$ cat config.mk
export PLATFORM = sky130hd
export DESIGN_NAME = fser_top
export DESIGN_NICKNAME = d
export VERILOG_FILES = /design/src/verilog/fser_irq_gate.v /design/src/verilog/fser_sticky.v /design/src/verilog/fser_top.v
export VERILOG_INCLUDE_DIRS = /design/src /design/src/verilog
export SDC_FILE = /design/constraint.sdc
export NUM_CORES = 1
export LEC_CHECK = 0
export ABC_AREA = 1
export BUFFER_PORTS_ARGS = -buffer_cell sky130_fd_sc_hd__buf_2
export CAP_MARGIN = 0
export CORE_MARGIN = 4
export CORE_UTILIZATION = 56
export DETAILED_ROUTE_END_ITERATION = 12
export PLACE_DENSITY = 0.8
export SLEW_MARGIN = 20
export SYNTH_ARGS = -nofsm -noshare
export SYNTH_HDL_FRONTEND = slang
export SYNTH_SLANG_ARGS = --single-unit
$ cat constraint.sdc
create_clock -name i_core_clk -period 2.1 [get_ports i_core_clk]
set_input_delay 0.21 -clock i_core_clk [delete_from_list [all_inputs] [get_ports i_core_clk]]
set_output_delay 0.21 -clock i_core_clk [all_outputs]
set_load 0.1 [all_outputs]
$ cat src/verilog/fser_map.vh
// Purpose: constants for the feedback status and event reporting block
// Assumes: 20 MHz core clock, 8-bit register data, 7-bit register address
// Notes: register offsets are byte addresses on the register access port
`ifndef FSER_MAP_VH
`define FSER_MAP_VH

// register offsets
`define FSER_OFF_EVENT_H 7'h10
`define FSER_OFF_EVENT_L 7'h11
`define FSER_OFF_MASK_H 7'h12
`define FSER_OFF_MASK_L 7'h13
`define FSER_OFF_ONLINE_H 7'h14
`define FSER_OFF_ONLINE_L 7'h15
`define FSER_OFF_DIGEST 7'h18
`define FSER_OFF_REMOTE0 7'h40

// field positions
`define FSER_BIT_AGG_FAULT 0
`define FSER_BIT_GRP_FAST_POS 0
`define FSER_BIT_GRP_SAFE_POS 1
`define FSER_BIT_GRP_INSTALL 2
`define FSER_BIT_GRP_MONITOR 3
`define FSER_BIT_GRP_RESOURCE 4
`define FSER_BIT_GRP_USER_WARN 7
`define FSER_BIT_RMT_PROTO_RST 0
`define FSER_BIT_RMT_ACCEL_OVR 1
`define FSER_BIT_RMT_TEST_RUN 2
`define FSER_BIT_RMT_TRACK_POS 4

// valid bits of the digest, reserved bits 5 and 6 read as zero
`define FSER_DIGEST_VALID 8'h9F

// reset values
`define FSER_RST_EVENT 8'h00
`define FSER_RST_MASK 8'h00
`define FSER_RST_DIGEST 8'h00
`define FSER_RST_REMOTE0 8'h01

// timing
`define FSER_CLK_KHZ 20000
`define FSER_REFRESH_US 200
`define FSER_REFRESH_CYC ((`FSER_REFRESH_US * `FSER_CLK_KHZ) / 1000)
`define FSER_REMOTE_US 1500
`define FSER_REMOTE_CYC ((`FSER_REMOTE_US * `FSER_CLK_KHZ) / 1000)

`endif

$ cat src/verilog/fser_irq_gate.v
// Purpose: masks event bits onto one registered interrupt line
// Assumes: mask bit high enables the event
// Notes: line follows the masked events with one cycle of delay
`timescale 1ns/1ps

module fser_irq_gate #(
    parameter W = 16
) (
    input wire i_core_clk,
    input wire i_rst,
    input wire [W-1:0] i_event,
    input wire [W-1:0] i_mask,
    output reg o_irq
);

always @(posedge i_core_clk)
begin
    if (i_rst)
    begin
        o_irq <= 1'b0;
    end
    else
    begin
        o_irq <= |(i_event & i_mask);
    end
end

endmodule

$ cat src/verilog/fser_sticky.v
// Purpose: bank of sticky event bits, set by hardware, cleared by software
// Assumes: set and clear strobes come from logic on the same clock
// Notes: a write clears each bit whose write data bit is zero, unless the bit is set in the same cycle
`timescale 1ns/1ps

module fser_sticky #(
    parameter W = 8,
    parameter [W-1:0] RST_VAL = {W{1'b0}}
) (
    input wire i_core_clk,
    input wire i_rst,
    input wire [W-1:0] i_set,
    input wire i_clr_wr,
    input wire [W-1:0] i_keep,
    output reg [W-1:0] o_q
);

reg [W-1:0] q_nxt;

////////////////////////////////////////////////////////////////////////////////
// next value
always @*
begin
    q_nxt = o_q;
    if (i_clr_wr)
    begin
        q_nxt = o_q & i_keep;
    end
    q_nxt = q_nxt | i_set;
end

always @(posedge i_core_clk)
begin
    if (i_rst)
    begin
        o_q <= RST_VAL;
    end
    else
    begin
        o_q <= q_nxt;
    end
end

endmodule

$ cat src/verilog/fser_top.v
// Purpose: status, event and error-group reporting of the feedback master
// Assumes: condition inputs come from protocol logic on i_core_clk
// Notes: remote group 0 accesses complete after P_REMOTE_WAIT_CYC cycles
`timescale 1ns/1ps
`include "fser_map.vh"

module fser_top #(
    parameter P_REMOTE_WAIT_CYC = `FSER_REMOTE_CYC
) (
    input wire i_core_clk,
    input wire i_rst,
    input wire [7:0] i_crit_cond,
    input wire [7:0] i_warn_cond,
    input wire [7:0] i_group_fault,
    input wire [7:0] i_remote_fault_status,
    input wire i_spi_xfer,
    input wire [6:0] i_reg_addr,
    input wire i_reg_wr,
    input wire i_reg_rd,
    input wire [7:0] i_reg_wdata,
    output reg [7:0] o_reg_rdata,
    output reg o_reg_rvalid,
    output reg o_reg_busy,
    output reg [15:0] o_spi_status,
    output reg [15:0] o_online_status,
    output wire o_irq
);

localparam [1:0] ST_IDLE = 2'b01;
localparam [1:0] ST_REMOTE = 2'b10;
localparam [31:0] WAIT_LAST_W = P_REMOTE_WAIT_CYC - 1;
localparam [15:0] WAIT_LAST = WAIT_LAST_W[15:0];

reg [1:0] state_r;
reg [1:0] state_nxt;
reg [15:0] wait_cnt_r;
reg [15:0] wait_cnt_nxt;
reg pend_wr_r;
reg pend_wr_nxt;
reg [7:0] pend_data_r;
reg [7:0] pend_data_nxt;
reg [7:0] digest_r;
reg [7:0] mask_h_r;
reg [7:0] mask_l_r;
reg [7:0] rdata_nxt;
reg rvalid_nxt;

wire [7:0] event_h;
wire [7:0] event_l;
wire [7:0] remote0;
wire [7:0] crit_set;
wire agg_fault;
wire [15:0] online_live;
wire idle_req;
wire wr_evh;
wire wr_evl;
wire wr_remote_done;

////////////////////////////////////////////////////////////////////////////////
// address decode
function hit;
    input [6:0] addr;
    input [6:0] off;
    begin
        hit = (addr == off);
    end
endfunction

assign idle_req = state_r[0] & (i_reg_wr | i_reg_rd);
assign wr_evh = state_r[0] & i_reg_wr & hit(i_reg_addr, `FSER_OFF_EVENT_H);
assign wr_evl = state_r[0] & i_reg_wr & hit(i_reg_addr, `FSER_OFF_EVENT_L);

////////////////////////////////////////////////////////////////////////////////
// error-group digest
always @(posedge i_core_clk)
begin
    if (i_rst)
    begin
        digest_r <= `FSER_RST_DIGEST;
    end
    else
    begin
        digest_r <= i_group_fault & `FSER_DIGEST_VALID;
    end
end

assign agg_fault = |digest_r;

////////////////////////////////////////////////////////////////////////////////
// event registers
// critical set sources
assign crit_set = {i_crit_cond[7:1], agg_fault | i_crit_cond[`FSER_BIT_AGG_FAULT]};

fser_sticky #(
    .W(8),
    .RST_VAL(`FSER_RST_EVENT)
) u_event_h (
    .i_core_clk(i_core_clk),
    .i_rst(i_rst),
    .i_set(crit_set),
    .i_clr_wr(wr_evh),
    .i_keep(i_reg_wdata),
    .o_q(event_h)
);

fser_sticky #(
    .W(8),
    .RST_VAL(`FSER_RST_EVENT)
) u_event_l (
    .i_core_clk(i_core_clk),
    .i_rst(i_rst),
    .i_set(i_warn_cond),
    .i_clr_wr(wr_evl),
    .i_keep(i_reg_wdata),
    .o_q(event_l)
);

////////////////////////////////////////////////////////////////////////////////
// masks and interrupt
always @(posedge i_core_clk)
begin
    if (i_rst)
    begin
        mask_h_r <= `FSER_RST_MASK;
        mask_l_r <= `FSER_RST_MASK;
    end
    else
    begin
        if (state_r[0] & i_reg_wr & hit(i_reg_addr, `FSER_OFF_MASK_H))
        begin
            mask_h_r <= i_reg_wdata;
        end
        if (state_r[0] & i_reg_wr & hit(i_reg_addr, `FSER_OFF_MASK_L))
        begin
            mask_l_r <= i_reg_wdata;
        end
    end
end

fser_irq_gate #(
    .W(16)
) u_irq (
    .i_core_clk(i_core_clk),
    .i_rst(i_rst),
    .i_event({event_h, event_l}),
    .i_mask({mask_h_r, mask_l_r}),
    .o_irq(o_irq)
);

////////////////////////////////////////////////////////////////////////////////
// online status
assign online_live = {crit_set, i_warn_cond};

always @(posedge i_core_clk)
begin
    if (i_rst)
    begin
        o_online_status <= 16'h0000;
        o_spi_status <= 16'h0000;
    end
    else
    begin
        o_online_status <= online_live;
        if (i_spi_xfer)
        begin
            o_spi_status <= online_live;
        end
    end
end

////////////////////////////////////////////////////////////////////////////////
// remote fault group 0
assign wr_remote_done = state_r[1] & pend_wr_r & (wait_cnt_r == WAIT_LAST);

fser_sticky #(
    .W(8),
    .RST_VAL(`FSER_RST_REMOTE0)
) u_remote0 (
    .i_core_clk(i_core_clk),
    .i_rst(i_rst),
    .i_set(i_remote_fault_status),
    .i_clr_wr(wr_remote_done),
    .i_keep(pend_data_r),
    .o_q(remote0)
);

////////////////////////////////////////////////////////////////////////////////
// access sequencer
always @*
begin
    state_nxt = state_r;
    wait_cnt_nxt = wait_cnt_r;
    pend_wr_nxt = pend_wr_r;
    pend_data_nxt = pend_data_r;
    rdata_nxt = 8'h00;
    rvalid_nxt = 1'b0;
    case (state_r)
        ST_IDLE:
        begin
            if (idle_req & hit(i_reg_addr, `FSER_OFF_REMOTE0))
            begin
                state_nxt = ST_REMOTE;
                wait_cnt_nxt = 16'h0000;
                pend_wr_nxt = i_reg_wr;
                pend_data_nxt = i_reg_wdata;
            end
            else if (i_reg_rd & ~i_reg_wr)
            begin
                rvalid_nxt = 1'b1;
                case (i_reg_addr)
                    `FSER_OFF_EVENT_H: rdata_nxt = event_h;
                    `FSER_OFF_EVENT_L: rdata_nxt = event_l;
                    `FSER_OFF_MASK_H: rdata_nxt = mask_h_r;
                    `FSER_OFF_MASK_L: rdata_nxt = mask_l_r;
                    `FSER_OFF_ONLINE_H: rdata_nxt = online_live[15:8];
                    `FSER_OFF_ONLINE_L: rdata_nxt = online_live[7:0];
                    `FSER_OFF_DIGEST: rdata_nxt = digest_r;
                    default: rdata_nxt = 8'h00;
                endcase
            end
        end
        ST_REMOTE:
        begin
            if (wait_cnt_r == WAIT_LAST)
            begin
                state_nxt = ST_IDLE;
                rvalid_nxt = ~pend_wr_r;
                rdata_nxt = pend_wr_r ? 8'h00 : remote0;
                pend_wr_nxt = 1'b0;
            end
            else
            begin
                wait_cnt_nxt = wait_cnt_r + 16'h0001;
            end
        end
        default:
        begin
            state_nxt = ST_IDLE;
        end
    endcase
end

always @(posedge i_core_clk)
begin
    if (i_rst)
    begin
        state_r <= ST_IDLE;
        wait_cnt_r <= 16'h0000;
        pend_wr_r <= 1'b0;
        pend_data_r <= 8'hFF;
        o_reg_rdata <= 8'h00;
        o_reg_rvalid <= 1'b0;
        o_reg_busy <= 1'b0;
    end
    else
    begin
        state_r <= state_nxt;
        wait_cnt_r <= wait_cnt_nxt;
        pend_wr_r <= pend_wr_nxt;
        pend_data_r <= pend_data_nxt;
        o_reg_rdata <= rdata_nxt;
        o_reg_rvalid <= rvalid_nxt;
        o_reg_busy <= state_nxt[1];
    end
end

endmodule
==> results.rst, run 1 <==
.. list-table::
   :header-rows: 1

   * - Metric
     - Value
   * - Status
     - completed
   * - Path category of the worst min-delay check
     - in2reg
   * - Compound-Gate Fraction of Synth Area
     - 14.09%
   * - DR vias
     - 5633
   * - Cell Area, Synth
     - 5356 µm²
   * - Yosys warning total
     - 0
   * - Max transition margin
     - 55.95%
   * - Most common library cell in the layout ignoring fill and taps
     - sky130_fd_sc_hd__nand2_1
   * - Clock slew at reported path FFs
     - 60 ps
   * - Top flip-flop cell by instance count after synthesis
     - sky130_fd_sc_hd__dfxtp_1
   * - Routed WL
     - 15390 µm
   * - Upper clock frequency limit
     - 0.5328 GHz
   * - Max_cap viols
     - 0
   * - Sequential cell area
     - 2303 µm²
   * - RSZ-0062 raised after global routing
     - no
   * - Worst Reg2Reg Path Length in Cells
     - 11
   * - Area of the placeable core
     - 9284 µm²
   * - Fill cell count
     - 753
   * - Synthesized area per cell
     - 6.876 µm²
   * - Effective utilization at floorplan
     - 57.70%
   * - HPWL after DPL
     - 10800 µm
   * - Summed negative setup slack over all endpoints
     - 0 ps
   * - Non-filler cells in the finished layout
     - 1051
   * - Most frequent cells in the layout
     - sky130_fd_sc_hd__nand2_1, sky130_fd_sc_hd__dfxtp_1, sky130_fd_sc_hd__nor2_1
   * - CP startpoint kind
     - flip-flop
   * - Multi-input gate area
     - 2539 µm²
   * - Static Leakage
     - 3.208 nW
   * - Post-synth EDFFs
     - 0
   * - Clock tree root driver cell
     - sky130_fd_sc_hd__clkbuf_8
   * - Number of H-tree levels
     - 4
   * - WP depth
     - 11
   * - Number of setup violations in the final report
     - 0
   * - Number of register bits inferred by synthesis
     - 115
   * - Cell-by-cell trace of the critical path
     - ha_1 -> nand2_2 -> nor2_8 -> inv_2 -> nor2_4 -> nand3_4 -> nand2_4 -> inv_2 -> nand2_1 -> nand2_1 -> nor2_1
   * - Post-synthesis share of cell area spent on full adders, half adders and majority gates
     - 0.7008%
   * - Via/cell ratio
     - 5.360
   * - Postcts setup bufs
     - 0
   * - Vias in the first global route
     - 5349
   * - Number of cell rows
     - 35
   * - Routability-driven placement congestion ratio
     - 0.9318
   * - Count of placed standard cells including taps
     - 986
   * - Clock latency on the worst-skew pair
     - 530 ps
   * - Library cell contributing the largest single delay on the critical path
     - sky130_fd_sc_hd__dfxtp_1
   * - Max Buffers Root-to-Sink
     - 2
   * - Critical hold path startpoint
     - i_warn_cond[0]
   * - Largest net degree at the start of global routing
     - 38
   * - Mux cell area share after synthesis
     - 0%
   * - Syn Nets
     - 834
   * - Count of boundary I/O pins
     - 95
   * - Global-route usage over all layers
     - 28.23%
   * - Post-route ant nets
     - 0
   * - Fraction of layout cells with a size suffix above 1
     - 18.22%
   * - Worst Setup Path Type
     - reg2reg
   * - Worst Tran Pin Value
     - 660.1 ps
   * - Required time at the worst-slack endpoint
     - 2560 ps
   * - Final Slew Violations
     - 0
   * - TritonCTS buffer count
     - 17
   * - Area Overhead vs Synth
     - 28.68%
   * - Fraction of the cycle the final worst path needs
     - 89.38%
   * - Fin nets
     - 965
   * - Endpoint of the worst-slack reg-to-reg timing path
     - wait_cnt_r[1]
   * - First-iteration detailed-routing DRC count
     - 422
   * - Clock tree from TritonCTS
     - built
   * - Areal power density over the cells
     - 849.3 nW/µm²
   * - Arr. time, crit path
     - 2340 ps
   * - Final worst path period need
     - 1877 ps
   * - Mean routed wirelength per cell
     - 14.65 µm
   * - Buffers & Inverters on Critical Path
     - 2
   * - Wire length of the first global-routing pass
     - 25210 µm
   * - Post-CTS Hold Fix Bufs
     - 34
   * - Count of endpoints failing hold in the final timing report
     - 0
   * - Worst reg2reg startpoint
     - wait_cnt_r[0]
   * - Count of input and output buffers
     - 92
   * - Largest family of logic cells by synthesized area
     - simple AND/OR/NAND/NOR gates
   * - Number of antenna violations at the first check in global routing
     - 0
   * - Basic-gate share of the synthesized area counting and, or, nand and nor cells
     - 31.96%
   * - Grt ovf
     - 0
   * - TritonCTS Sinks
     - 115
   * - Netlist cell types
     - 33
   * - Vertical extent of the die
     - 105.8 µm
   * - Proportion of synthesized flip-flops having asynchronous set or reset
     - 0%
   * - Horizontal die dimension
     - 105.8 µm
   * - Final worst clock skew
     - 9.735 ps
   * - Stage delay of the slowest cell on the critical path
     - 430 ps
   * - Element type at the critical path end
     - flip-flop
   * - Crit. Startpoint
     - wait_cnt_r[0]
   * - Critical path capture point
     - wait_cnt_r[1]
   * - Antenna diode instance count
     - 0
   * - DRC violations left
     - 0
   * - Highest ir drop seen on vdd
     - 0.7550 mV
   * - Number of instances in the synthesized netlist
     - 779
   * - TritonRoute pass-1 iters
     - 6
   * - Synth Area in XOR/XNOR
     - 0.6541%
   * - Sequential area share after synthesis
     - 42.98%
   * - Gate family responsible for the most delay along the worst path
     - simple AND/OR/NAND/NOR gates
   * - CP Max Fanout
     - 15
   * - Worst setup slack for register-to-register paths
     - 220 ps
   * - CTS resizes
     - 0
   * - Total die area
     - 11190 µm²
-- synthesized netlist by cell type (3+ instances only) --
library cell / number / area share, %
sky130_fd_sc_hd__xor2_1: 4 / 0.65
sky130_fd_sc_hd__inv_2: 3 / 0.21
sky130_fd_sc_hd__buf_1: 5 / 0.35
sky130_fd_sc_hd__ha_1: 3 / 0.70
sky130_fd_sc_hd__nor2_4: 5 / 1.1
sky130_fd_sc_hd__nor3_1: 6 / 0.56
sky130_fd_sc_hd__inv_1: 100 / 7.0
sky130_fd_sc_hd__nand4_1: 19 / 2.2
sky130_fd_sc_hd__nand3_1: 55 / 5.1
sky130_fd_sc_hd__a21oi_1: 60 / 5.6
sky130_fd_sc_hd__clkbuf_1: 12 / 0.84
sky130_fd_sc_hd__nor2_1: 105 / 7.4
sky130_fd_sc_hd__buf_2: 7 / 0.65
sky130_fd_sc_hd__o21ai_0: 62 / 5.8
sky130_fd_sc_hd__nand2_1: 177 / 12
sky130_fd_sc_hd__nor2_2: 7 / 0.82
sky130_fd_sc_hd__dfxtp_1: 115 / 43
sky130_fd_sc_hd__a21oi_2: 10 / 1.6
-- state kept, by name, indices dropped and copies added, names as in the netlist --
signal and cells:
state_r 2, pend_wr_r 1, o_reg_rdata 8, o_reg_rvalid 1, o_online_status 16, o_spi_status 16
u_remote0.o_q 8, digest_r 6, wait_cnt_r 16, u_event_l.o_q 8, mask_l_r 8, pend_data_r 8
mask_h_r 8, u_event_h.o_q 8, u_irq.o_irq 1
-- area by class of cell --
cell class,instances,area share (%)
clock buffer,22,6.716
clock inverter,9,1.870
inverter,105,5.718
multi-input combinational,533,36.83
sequential,115,33.42
tap,129,2.342
timing repair buffer,138,13.11
-- layer usage --
layer	GRT usage, %	up-vias	wire length [µm]
li1	-	2760	-
met1	35.65	2579	6378
met2	46.04	251	7318
met3	6.001	43	1254
met4	13.14	0	442
met5	0	-	0
-- through the flow --
stage / hold slack, ps / setup WS, ps / instance area [µm²] / utilization (%) / power (mW)
floorplan: 309.1 / 326.9 / 5358 / - / 2.795
detailed placement: 410.8 / 287.1 / 5961 / 64.20 / 2.970
CTS: 4.693 / 234.4 / 6893 / 74.25 / 5.872
finish: 9.125 / 223.0 / 6893 / 74.25 / 5.854
global route: 27.49 / 43.06 / 6893 / 74.25 / 6.045
global placement: 405.2 / 360.9 / 5961 / 64.20 / 2.956
-- logic make-up (layout without fill, tap and decap cells) --
group / after synthesis / in the layout
and+or+nand+nor: 386 / 386
AOI/OAI and AO/OA: 140 / 140
buffers and inverters: 131 / 274
DFF: 115 / 115
xor gates and xnor gates: 4 / 4
adders and majority gates: 3 / 3
-- worst register-to-register path, stage by stage, from the launching register on --
cell and delay, ps:
sky130_fd_sc_hd__dfxtp_1 430, sky130_fd_sc_hd__ha_1 220, sky130_fd_sc_hd__nand2_2 110, sky130_fd_sc_hd__nor2_8 160, sky130_fd_sc_hd__inv_2 70, sky130_fd_sc_hd__nor2_4 140, sky130_fd_sc_hd__nand3_4 110, sky130_fd_sc_hd__nand2_4 190
sky130_fd_sc_hd__inv_2 140, sky130_fd_sc_hd__nand2_1 80, sky130_fd_sc_hd__nand2_1 60, sky130_fd_sc_hd__nor2_1 120
-- worst min-delay path by stage --
stage,end,slack (ps),cells after the start
floorplan,u_remote0.o_q[0],310,2
global placement,u_remote0.o_q[0],410,3
detailed placement,u_remote0.o_q[0],410,3
CTS,o_online_status[4],5,3
global route,o_online_status[13],30,3
finish,o_online_status[0],9,3
-- report_power, final --
part	internal (mW)	switching (mW)
Sequential	2.26	0.0405
Clock	1.89	0.983
Combinational	0.169	0.509
(Power assumes the default switching activity.)
==> inputs of run 2 (changes only) <==
Settings changed: CORE_ASPECT_RATIO set to 2, CORE_UTILIZATION 56 to 45, PLACE_DENSITY 0.8 to 0.66.
==> run 2 against run 1 <==
Net effect:
- non-clock buffer count decreased by 29
- critical path depth shrank 3
- count of clock-buffer cells in the layout decreased by 5
- routed wire length up 7.7%
- via count decreased by 5.4%
- combinational power is 5.2% lower
- core utilization is 17 points lower
- worst hold slack better by 5.1 ps
- cell area fell by 3.5%
- sequential share of layout area increased by 1.2 points
==> results.rst, run 2 (same netlist as run 1, synthesis figures left out) <==
.. list-table::
   :header-rows: 1

   * - Metric
     - Value
   * - Element type at the critical path end
     - flip-flop
   * - DRC violations left
     - 0 (unchanged)
   * - TritonRoute pass-1 iters
     - 5 (-1)
   * - Final worst clock skew
     - 7.478 ps (-2.257 ps)
   * - Library cell contributing the largest single delay on the critical path
     - sky130_fd_sc_hd__ha_1
   * - Final Slew Violations
     - 0 (unchanged)
   * - Biggest registers after layout
     - o_online_status: 16 flops, o_spi_status: 16 flops, wait_cnt_r: 16 flops
   * - Static Leakage
     - 3.108 nW (-3.1%)
   * - WP depth
     - 8 (-3)
   * - Most common library cell in the layout ignoring fill and taps
     - sky130_fd_sc_hd__nand2_1
   * - Endpoint of the worst-slack reg-to-reg timing path
     - wait_cnt_r[4]
   * - Worst Tran Pin Value
     - 503.4 ps (-156.7 ps)
   * - Worst reg2reg startpoint
     - state_r[0]
   * - Summed negative setup slack over all endpoints
     - 0 ps (unchanged)
   * - Areal power density over the cells
     - 918.5 nW/µm² (+8.1%)
   * - Cell area after placement
     - 5998 µm² (+0.63%)
   * - Count of endpoints failing hold in the final timing report
     - 0 (unchanged)
   * - Most frequent cells in the layout
     - sky130_fd_sc_hd__nand2_1, sky130_fd_sc_hd__dfxtp_1, sky130_fd_sc_hd__nor2_1
   * - Highest ir drop seen on vdd
     - 0.6889 mV (-8.8%)
   * - Arr. time, crit path
     - 2090 ps (-250 ps)
   * - Vias in the first global route
     - 5374 (+0.47%)
   * - Critical path capture point
     - wait_cnt_r[4]
   * - Upper clock frequency limit
     - 0.5526 GHz (+3.7%)
   * - Stage delay of the slowest cell on the critical path
     - 360 ps (-70 ps)
   * - TritonCTS buffer count
     - 17 (unchanged)
   * - Number of setup violations in the final report
     - 0 (unchanged)
   * - Area Overhead vs Synth
     - 24.15%
   * - Final worst path period need
     - 1810 ps (-67.43 ps)
   * - Cell area after layout
     - 6650 µm² (-3.5%)
   * - First-iteration detailed-routing DRC count
     - 288 (-32%)
   * - Clock tree root driver cell
     - sky130_fd_sc_hd__clkbuf_16
   * - Gate family responsible for the most delay along the worst path
     - buffers and inverters
   * - Number of cell rows
     - 56 (+60%)
   * - Area of the placeable core
     - 11700 µm² (+26%)
   * - CP startpoint kind
     - flip-flop
   * - Vertical extent of the die
     - 162.3 µm (+53%)
   * - Status
     - completed
   * - TritonCTS Sinks
     - 115 (unchanged)
   * - Path category of the worst min-delay check
     - in2reg
   * - Via/cell ratio
     - 5.131 (-4.3%)
   * - Worst setup slack for register-to-register paths
     - 290 ps (+70 ps)
   * - CP Max Fanout
     - 15 (unchanged)
   * - Mean routed wirelength per cell
     - 15.96 µm (+9.0%)
   * - Count of boundary I/O pins
     - 95 (unchanged)
   * - Fin nets
     - 936 (-3.0%)
   * - Cell-by-cell trace of the critical path
     - inv_1 -> ha_1 -> buf_4 -> nand3_4 -> nand2_4 -> inv_2 -> nand2_1 -> a21oi_2
   * - Required time at the worst-slack endpoint
     - 2380 ps (-180 ps)
   * - Worst Setup Path Type
     - reg2reg
   * - Global routing usage on met1
     - 23.32% (-12 points)
   * - Clock latency on the worst-skew pair
     - 410 ps (-120 ps)
   * - Buffers & Inverters on Critical Path
     - 3 (+1)
   * - Max Buffers Root-to-Sink
     - 2 (unchanged)
   * - Routing layer with the top usage in global route
     - met2
   * - Number of H-tree levels
     - 4 (unchanged)
   * - Horizontal die dimension
     - 85.15 µm (-20%)
   * - DR vias
     - 5331 (-5.4%)
   * - Largest net degree at the start of global routing
     - 40 (+5.3%)
   * - Core Util, Final
     - 56.83% (-17 points)
   * - HPWL after DPL
     - 12850 µm (+19%)
   * - Max_cap viols
     - 0 (unchanged)
   * - Crit. Startpoint
     - state_r[0]
   * - Count of input and output buffers
     - 92 (unchanged)
   * - Clock tree from TritonCTS
     - built
   * - RSZ-0062 raised after global routing
     - no
   * - Fraction of the cycle the final worst path needs
     - 86.17% (-3.2 points)
   * - Effective utilization at floorplan
     - 45.78% (-12 points)
   * - Worst Reg2Reg Path Length in Cells
     - 8 (-3)
   * - Routability-driven placement congestion ratio
     - 0.8808 (-5.5%)
   * - Clock slew at reported path FFs
     - 60 ps (about the same)
   * - Wire length of the first global-routing pass
     - 26310 µm (+4.4%)
   * - Antenna diode instance count
     - 0 (unchanged)
   * - Met3 Resource Use GR
     - 5.178% (-0.82 points)
   * - Total die area
     - 13820 µm² (+23%)
   * - Max transition margin
     - 66.44% (+10 points)
   * - Number of antenna violations at the first check in global routing
     - 0 (unchanged)
   * - Fraction of layout cells with a size suffix above 1
     - 19.57% (+1.4 points)
   * - Post-route ant nets
     - 0 (unchanged)
   * - GRT met2 Usage
     - 46.10% (+0.067 points)
   * - Global-route usage over all layers
     - 24.62% (-3.6 points)
   * - Grt ovf
     - 0 (unchanged)
   * - Routed WL
     - 16590 µm (+7.7%)
==> run 2: changes by cell type in the layout (fill, tap and decap cells not counted), sizes merged <==
cell,change
clkbuf,-5
buf,+4
clkinv,-4
bufinv,+1
dlygate4sd3,-33
inv,+9
==> run 2: layout make-up <==
| class | count | area [µm²] |
|---|---|---|
| Clock buffer | 17 | 425.4 |
| Multi-Input combinational cell | 533 | 2539 |
| Clock inverter | 15 | 216.5 |
| Timing Repair Buffer | 109 | 590.6 |
| Fill cell | 1147 | 5051 |
| Sequential cell | 115 | 2303 |
| Tap cell | 145 | 181.4 |
| Inverter | 105 | 394.1 |
==> run 2: per-stage QoR <==
stage	total power [mW]	hold slack, ps	instances	setup WS, ps
2_1_floorplan	2.795	309.1	779	326.9
3_3_place_gp	2.981	411.5	1006	298.5
3_5_place_dp	2.988	414.8	1006	304.2
4_1_cts	6.130	10.82	1039	279.4
5_1_grt	6.286	6.996	1039	92.06
6_report	6.108	14.22	1039	290.5
==> run 2: timing repair <==
| item | 4_1_cts | 5_1_grt |
|---|---|---|
| hold buffers | 1 | 0 |
| resized for setup | 0 | 0 |
| buffers inserted | 0 | 0 |
| hold endpoints to repair | 1 | 0 |
==> run 2: tightest hold or removal path, delay by kind of cell <==
family,cells,cell delay [ps]
simple gates,1,40
buf+inv,2,140
==> run 2: power breakdown <==
group | switching, mW | internal [mW]
clock network | 1.14 | 2.02
registers | 0.0394 | 2.26
logic | 0.513 | 0.130
total | 1.69 | 4.42
==> run 2: layer usage <==
layer  up-vias  wire, µm
met4         0      1071
met5         -         0
met2       143      9198
met3        48       694
li1       2697         -
met1      2443      5620
==> run 2: worst min-delay path by stage <==
stage	cells after the start	to	slack (ps)	start
floorplan	2	u_remote0.o_q[0]	310	i_remote_fault_status[0]
global placement	3	u_remote0.o_q[0]	410	i_remote_fault_status[0]
detailed placement	3	u_remote0.o_q[0]	410	i_remote_fault_status[0]
CTS	3	digest_r[2]	10	i_group_fault[2]
global route	3	digest_r[2]	7	i_group_fault[2]
finish	3	digest_r[7]	10	i_group_fault[7]
==> inputs of run 3 (changes only) <==
Settings changed: SYNTH_HIERARCHICAL set to 1.
==> run 3 against run 2 <==
Net effect:
- die area increased by 0.63%
- flip-flop and latch count unchanged
- via count decreased by 0.41%
- global-route usage decreased by 2.3 points
- total power decreased by 7.2%
- critical path type unchanged
- largest cell class unchanged
- highest routed layer unchanged
==> results.rst, run 3 <==
.. list-table::
   :header-rows: 1

   * - Metric
     - Value
   * - Status
     - completed
   * - Routed WL
     - 14990 µm (-9.6%)
   * - Leading cell type by number of instances after synthesis
     - sky130_fd_sc_hd__nand2_1
   * - First-iteration detailed-routing DRC count
     - 169 (-41%)
   * - Most common library cell in the layout ignoring fill and taps
     - sky130_fd_sc_hd__nand2_1
   * - Final worst clock skew
     - 21.04 ps (+13.56 ps)
   * - Total die area
     - 13910 µm² (+0.63%)
   * - Number of instances in the synthesized netlist
     - 823 (+5.6%)
   * - Post-CTS Hold Fix Bufs
     - 6 (+5)
   * - Yosys warning total
     - 6 (+6)
   * - Share of power burned in the clock network
     - 48.3% (-3.5 points)
   * - Count of input and output buffers
     - 92 (unchanged)
   * - TritonCTS Sinks
     - 115 (unchanged)
   * - Vias in the first global route
     - 5166 (-3.9%)
   * - Count of boundary I/O pins
     - 95 (unchanged)
   * - Post-synth EDFFs
     - 0 (unchanged)
   * - Proportion of netlist area held by the largest area contributor
     - 42.69% (-0.29 points)
   * - Summed negative setup slack over all endpoints
     - 0 ps (unchanged)
   * - Proportion of synthesized flip-flops having asynchronous set or reset
     - 0% (unchanged)
   * - Wire length of the first global-routing pass
     - 24300 µm (-7.6%)
   * - Area of the placeable core
     - 11700 µm² (unchanged)
   * - HPWL after DPL
     - 11090 µm (-14%)
   * - Sequential area share after synthesis
     - 42.69% (-0.29 points)
   * - Fraction of the cycle the final worst path needs
     - 83.72% (-2.4 points)
   * - DR vias
     - 5309 (-0.41%)
   * - Most frequent cells in the layout
     - sky130_fd_sc_hd__nand2_1, sky130_fd_sc_hd__inv_1, sky130_fd_sc_hd__dfxtp_1
   * - Worst Tran Pin Value
     - 498.3 ps (-5.083 ps)
   * - Highest ir drop seen on vdd
     - 0.7105 mV (+3.1%)
   * - Area Overhead vs Synth
     - 22.88%
   * - Antenna diode instance count
     - 0 (unchanged)
   * - Register share of total power
     - 40.7% (+3.0 points)
   * - Clock tree from TritonCTS
     - built
   * - Path category of the worst min-delay check
     - in2reg
   * - Routability-driven placement congestion ratio
     - 0.8953 (+1.6%)
   * - Count of placed standard cells including taps
     - 1046 (+4.0%)
   * - Via/cell ratio
     - 4.898 (-4.5%)
   * - Worst Setup Path Type
     - reg2reg
   * - Top flip-flop cell by instance count after synthesis
     - sky130_fd_sc_hd__dfxtp_1
   * - Required time at the worst-slack endpoint
     - 2430 ps (+50 ps)
   * - Clock latency on the worst-skew pair
     - 420 ps (about the same)
   * - Biggest registers after layout
     - o_online_status: 16 flops, o_spi_status: 16 flops, wait_cnt_r: 16 flops
   * - Mean routed wirelength per cell
     - 13.83 µm (-13%)
   * - Non-filler cells in the finished layout
     - 1084 (+4.3%)
   * - Worst setup slack for register-to-register paths
     - 340 ps (+50 ps)
   * - Clock tree root driver cell
     - sky130_fd_sc_hd__clkbuf_16
   * - RSZ-0062 raised after global routing
     - no
   * - Arr. time, crit path
     - 2080 ps (about the same)
   * - Max transition margin
     - 67.01% (+0.57 points)
   * - Logic pwr share
     - 11.0% (+0.5 points)
   * - Largest net degree at the start of global routing
     - 44 (+10%)
   * - Static Leakage
     - 3.279 nW (+5.5%)
   * - TritonRoute pass-1 iters
     - 4 (-1)
   * - Horizontal die dimension
     - 85.41 µm (+0.31%)
   * - Areal power density over the cells
     - 855.3 nW/µm² (-6.9%)
   * - Cell count of the worst hold path
     - 3 (unchanged)
   * - Syn Nets
     - 878 (+5.3%)
   * - Max Buffers Root-to-Sink
     - 2 (unchanged)
   * - Internal power consumption
     - 4.082 mW (-7.6%)
   * - Upper clock frequency limit
     - 0.5688 GHz (+2.9%)
   * - Global-route usage over all layers
     - 22.30% (-2.3 points)
   * - Post-route ant nets
     - 0 (unchanged)
   * - Postcts setup bufs
     - 0 (unchanged)
   * - Final worst path period need
     - 1758 ps (-51.35 ps)
   * - Cell Area, Synth
     - 5393 µm² (+0.68%)
   * - Fin nets
     - 981 (+4.8%)
   * - Clock slew at reported path FFs
     - 60 ps (about the same)
   * - Vertical extent of the die
     - 162.8 µm (+0.32%)
   * - Netlist cell types
     - 29 (-12%)
   * - Effective utilization at floorplan
     - 46.09% (+0.31 points)
   * - Max_cap viols
     - 0 (unchanged)
   * - Number of register bits inferred by synthesis
     - 115 (unchanged)
   * - Top area cells in the synthesized netlist
     - sky130_fd_sc_hd__dfxtp_1, sky130_fd_sc_hd__nand2_1, sky130_fd_sc_hd__inv_1
   * - Yosys top cell by area
     - sky130_fd_sc_hd__dfxtp_1
   * - TritonCTS buffer count
     - 17 (unchanged)
   * - Fill cell count
     - 1212 (+5.7%)
   * - Number of H-tree levels
     - 4 (unchanged)
   * - Number of setup violations in the final report
     - 0 (unchanged)
   * - Commonest cells in the netlist
     - sky130_fd_sc_hd__nand2_1, sky130_fd_sc_hd__inv_1, sky130_fd_sc_hd__dfxtp_1, sky130_fd_sc_hd__nor2_1, sky130_fd_sc_hd__a21oi_1
   * - Sw frac
     - 27.97% (+0.27 points)
   * - CP Max Fanout
     - 9 (-6)
   * - Multi-input gate area
     - 2454 µm² (-3.4%)
   * - CP startpoint kind
     - flip-flop
   * - Element type at the critical path end
     - flip-flop
   * - DRC violations left
     - 0 (unchanged)
   * - Synthesized area per cell
     - 6.552 µm² (-4.7%)
   * - Final Slew Violations
     - 0 (unchanged)
   * - Switching Power
     - 1.585 mW (-6.3%)
   * - Number of antenna violations at the first check in global routing
     - 0 (unchanged)
   * - Number of cell rows
     - 56 (unchanged)
   * - Worst Reg2Reg Path Length in Cells
     - 8 (unchanged)
   * - CTS resizes
     - 0 (unchanged)
   * - Fraction of layout cells with a size suffix above 1
     - 16.83% (-2.7 points)
   * - Count of endpoints failing hold in the final timing report
     - 0 (unchanged)
   * - Sequential cell area
     - 2302 µm² (about the same)
   * - Grt ovf
     - 0 (unchanged)
[run 3: kinds of logic after synthesis]
family | count (synthesis) | synth area share (%)
buffers and inverters | 158 | 11.90
adders and majority gates | 3 | 0.6961
AOI/OAI and AO/OA | 113 | 10.60
and+or+nand+nor | 430 | 33.46
DFF | 115 | 42.69
xor gates and xnor gates | 4 | 0.6496
[run 3: final timing paths]
kind,start,endpoint
worst max-delay path,wait_cnt_r[0],o_reg_rdata[4]
worst min-delay path,i_group_fault[2],digest_r[2]
worst max register to register,wait_cnt_r[0],o_reg_rdata[4]
worst min register to register,u_remote0/o_q[0],u_remote0/o_q[0]
[run 3: worst max-delay path, cell delays in order, from the launching register on]
cell                      delay (ps)
sky130_fd_sc_hd__dfxtp_1         410
sky130_fd_sc_hd__ha_1            240
sky130_fd_sc_hd__nand3_2         140
sky130_fd_sc_hd__nor2_2          170
sky130_fd_sc_hd__nand3_2         130
sky130_fd_sc_hd__buf_4           200
sky130_fd_sc_hd__nor2_8          150
sky130_fd_sc_hd__nand2_1          60
sky130_fd_sc_hd__a21oi_1         160
[run 3: metrics by stage]
step                      worst slack, ps  util, %  hold WS (ps)  total power, mW  area [µm²]
after floorplan                     72.87        -         282.4            2.800        5393
after detailed placement            278.9    51.30         405.2            2.967        6003
after CTS                           336.3    56.63         12.37            5.728        6626
after global placement              316.5    51.30         406.9            2.964        6003
after global routing                199.7    56.63         31.64            5.867        6626
final                               341.8    56.63         23.35            5.667        6626
[run 3: power groups by stage]
stage / combinational (mW) / clock [mW] / sequential (mW)
after floorplan: 0.172 / 0 / 2.63
after global placement: 0.612 / 0 / 2.35
after detailed placement: 0.617 / 0 / 2.35
after CTS: 0.626 / 2.80 / 2.31
after global routing: 0.670 / 2.88 / 2.31
final: 0.623 / 2.74 / 2.31
[run 3: metal layers]
metal | global-route usage [%] | wire length, µm | share of wire, % | vias to the layer above
met5 | 0 | 0 | 0 | -
met4 | 13.40 | 625 | 4.2 | 0
met3 | 4.152 | 612 | 4.1 | 35
met2 | 41.61 | 8110 | 54 | 129
met1 | 22.16 | 5642 | 38 | 2394
li1 | - | - | - | 2751
[run 3: area by class of cell]
| class | instances | area share, % |
|---|---|---|
| repair buffers | 115 | 9.781 |
| inverters | 127 | 7.213 |
| flip-flops and latches | 115 | 34.74 |
| clock inverters | 12 | 1.605 |
| multi-input cells | 550 | 37.03 |
| well taps | 145 | 2.738 |
| clock buffers | 20 | 6.892 |
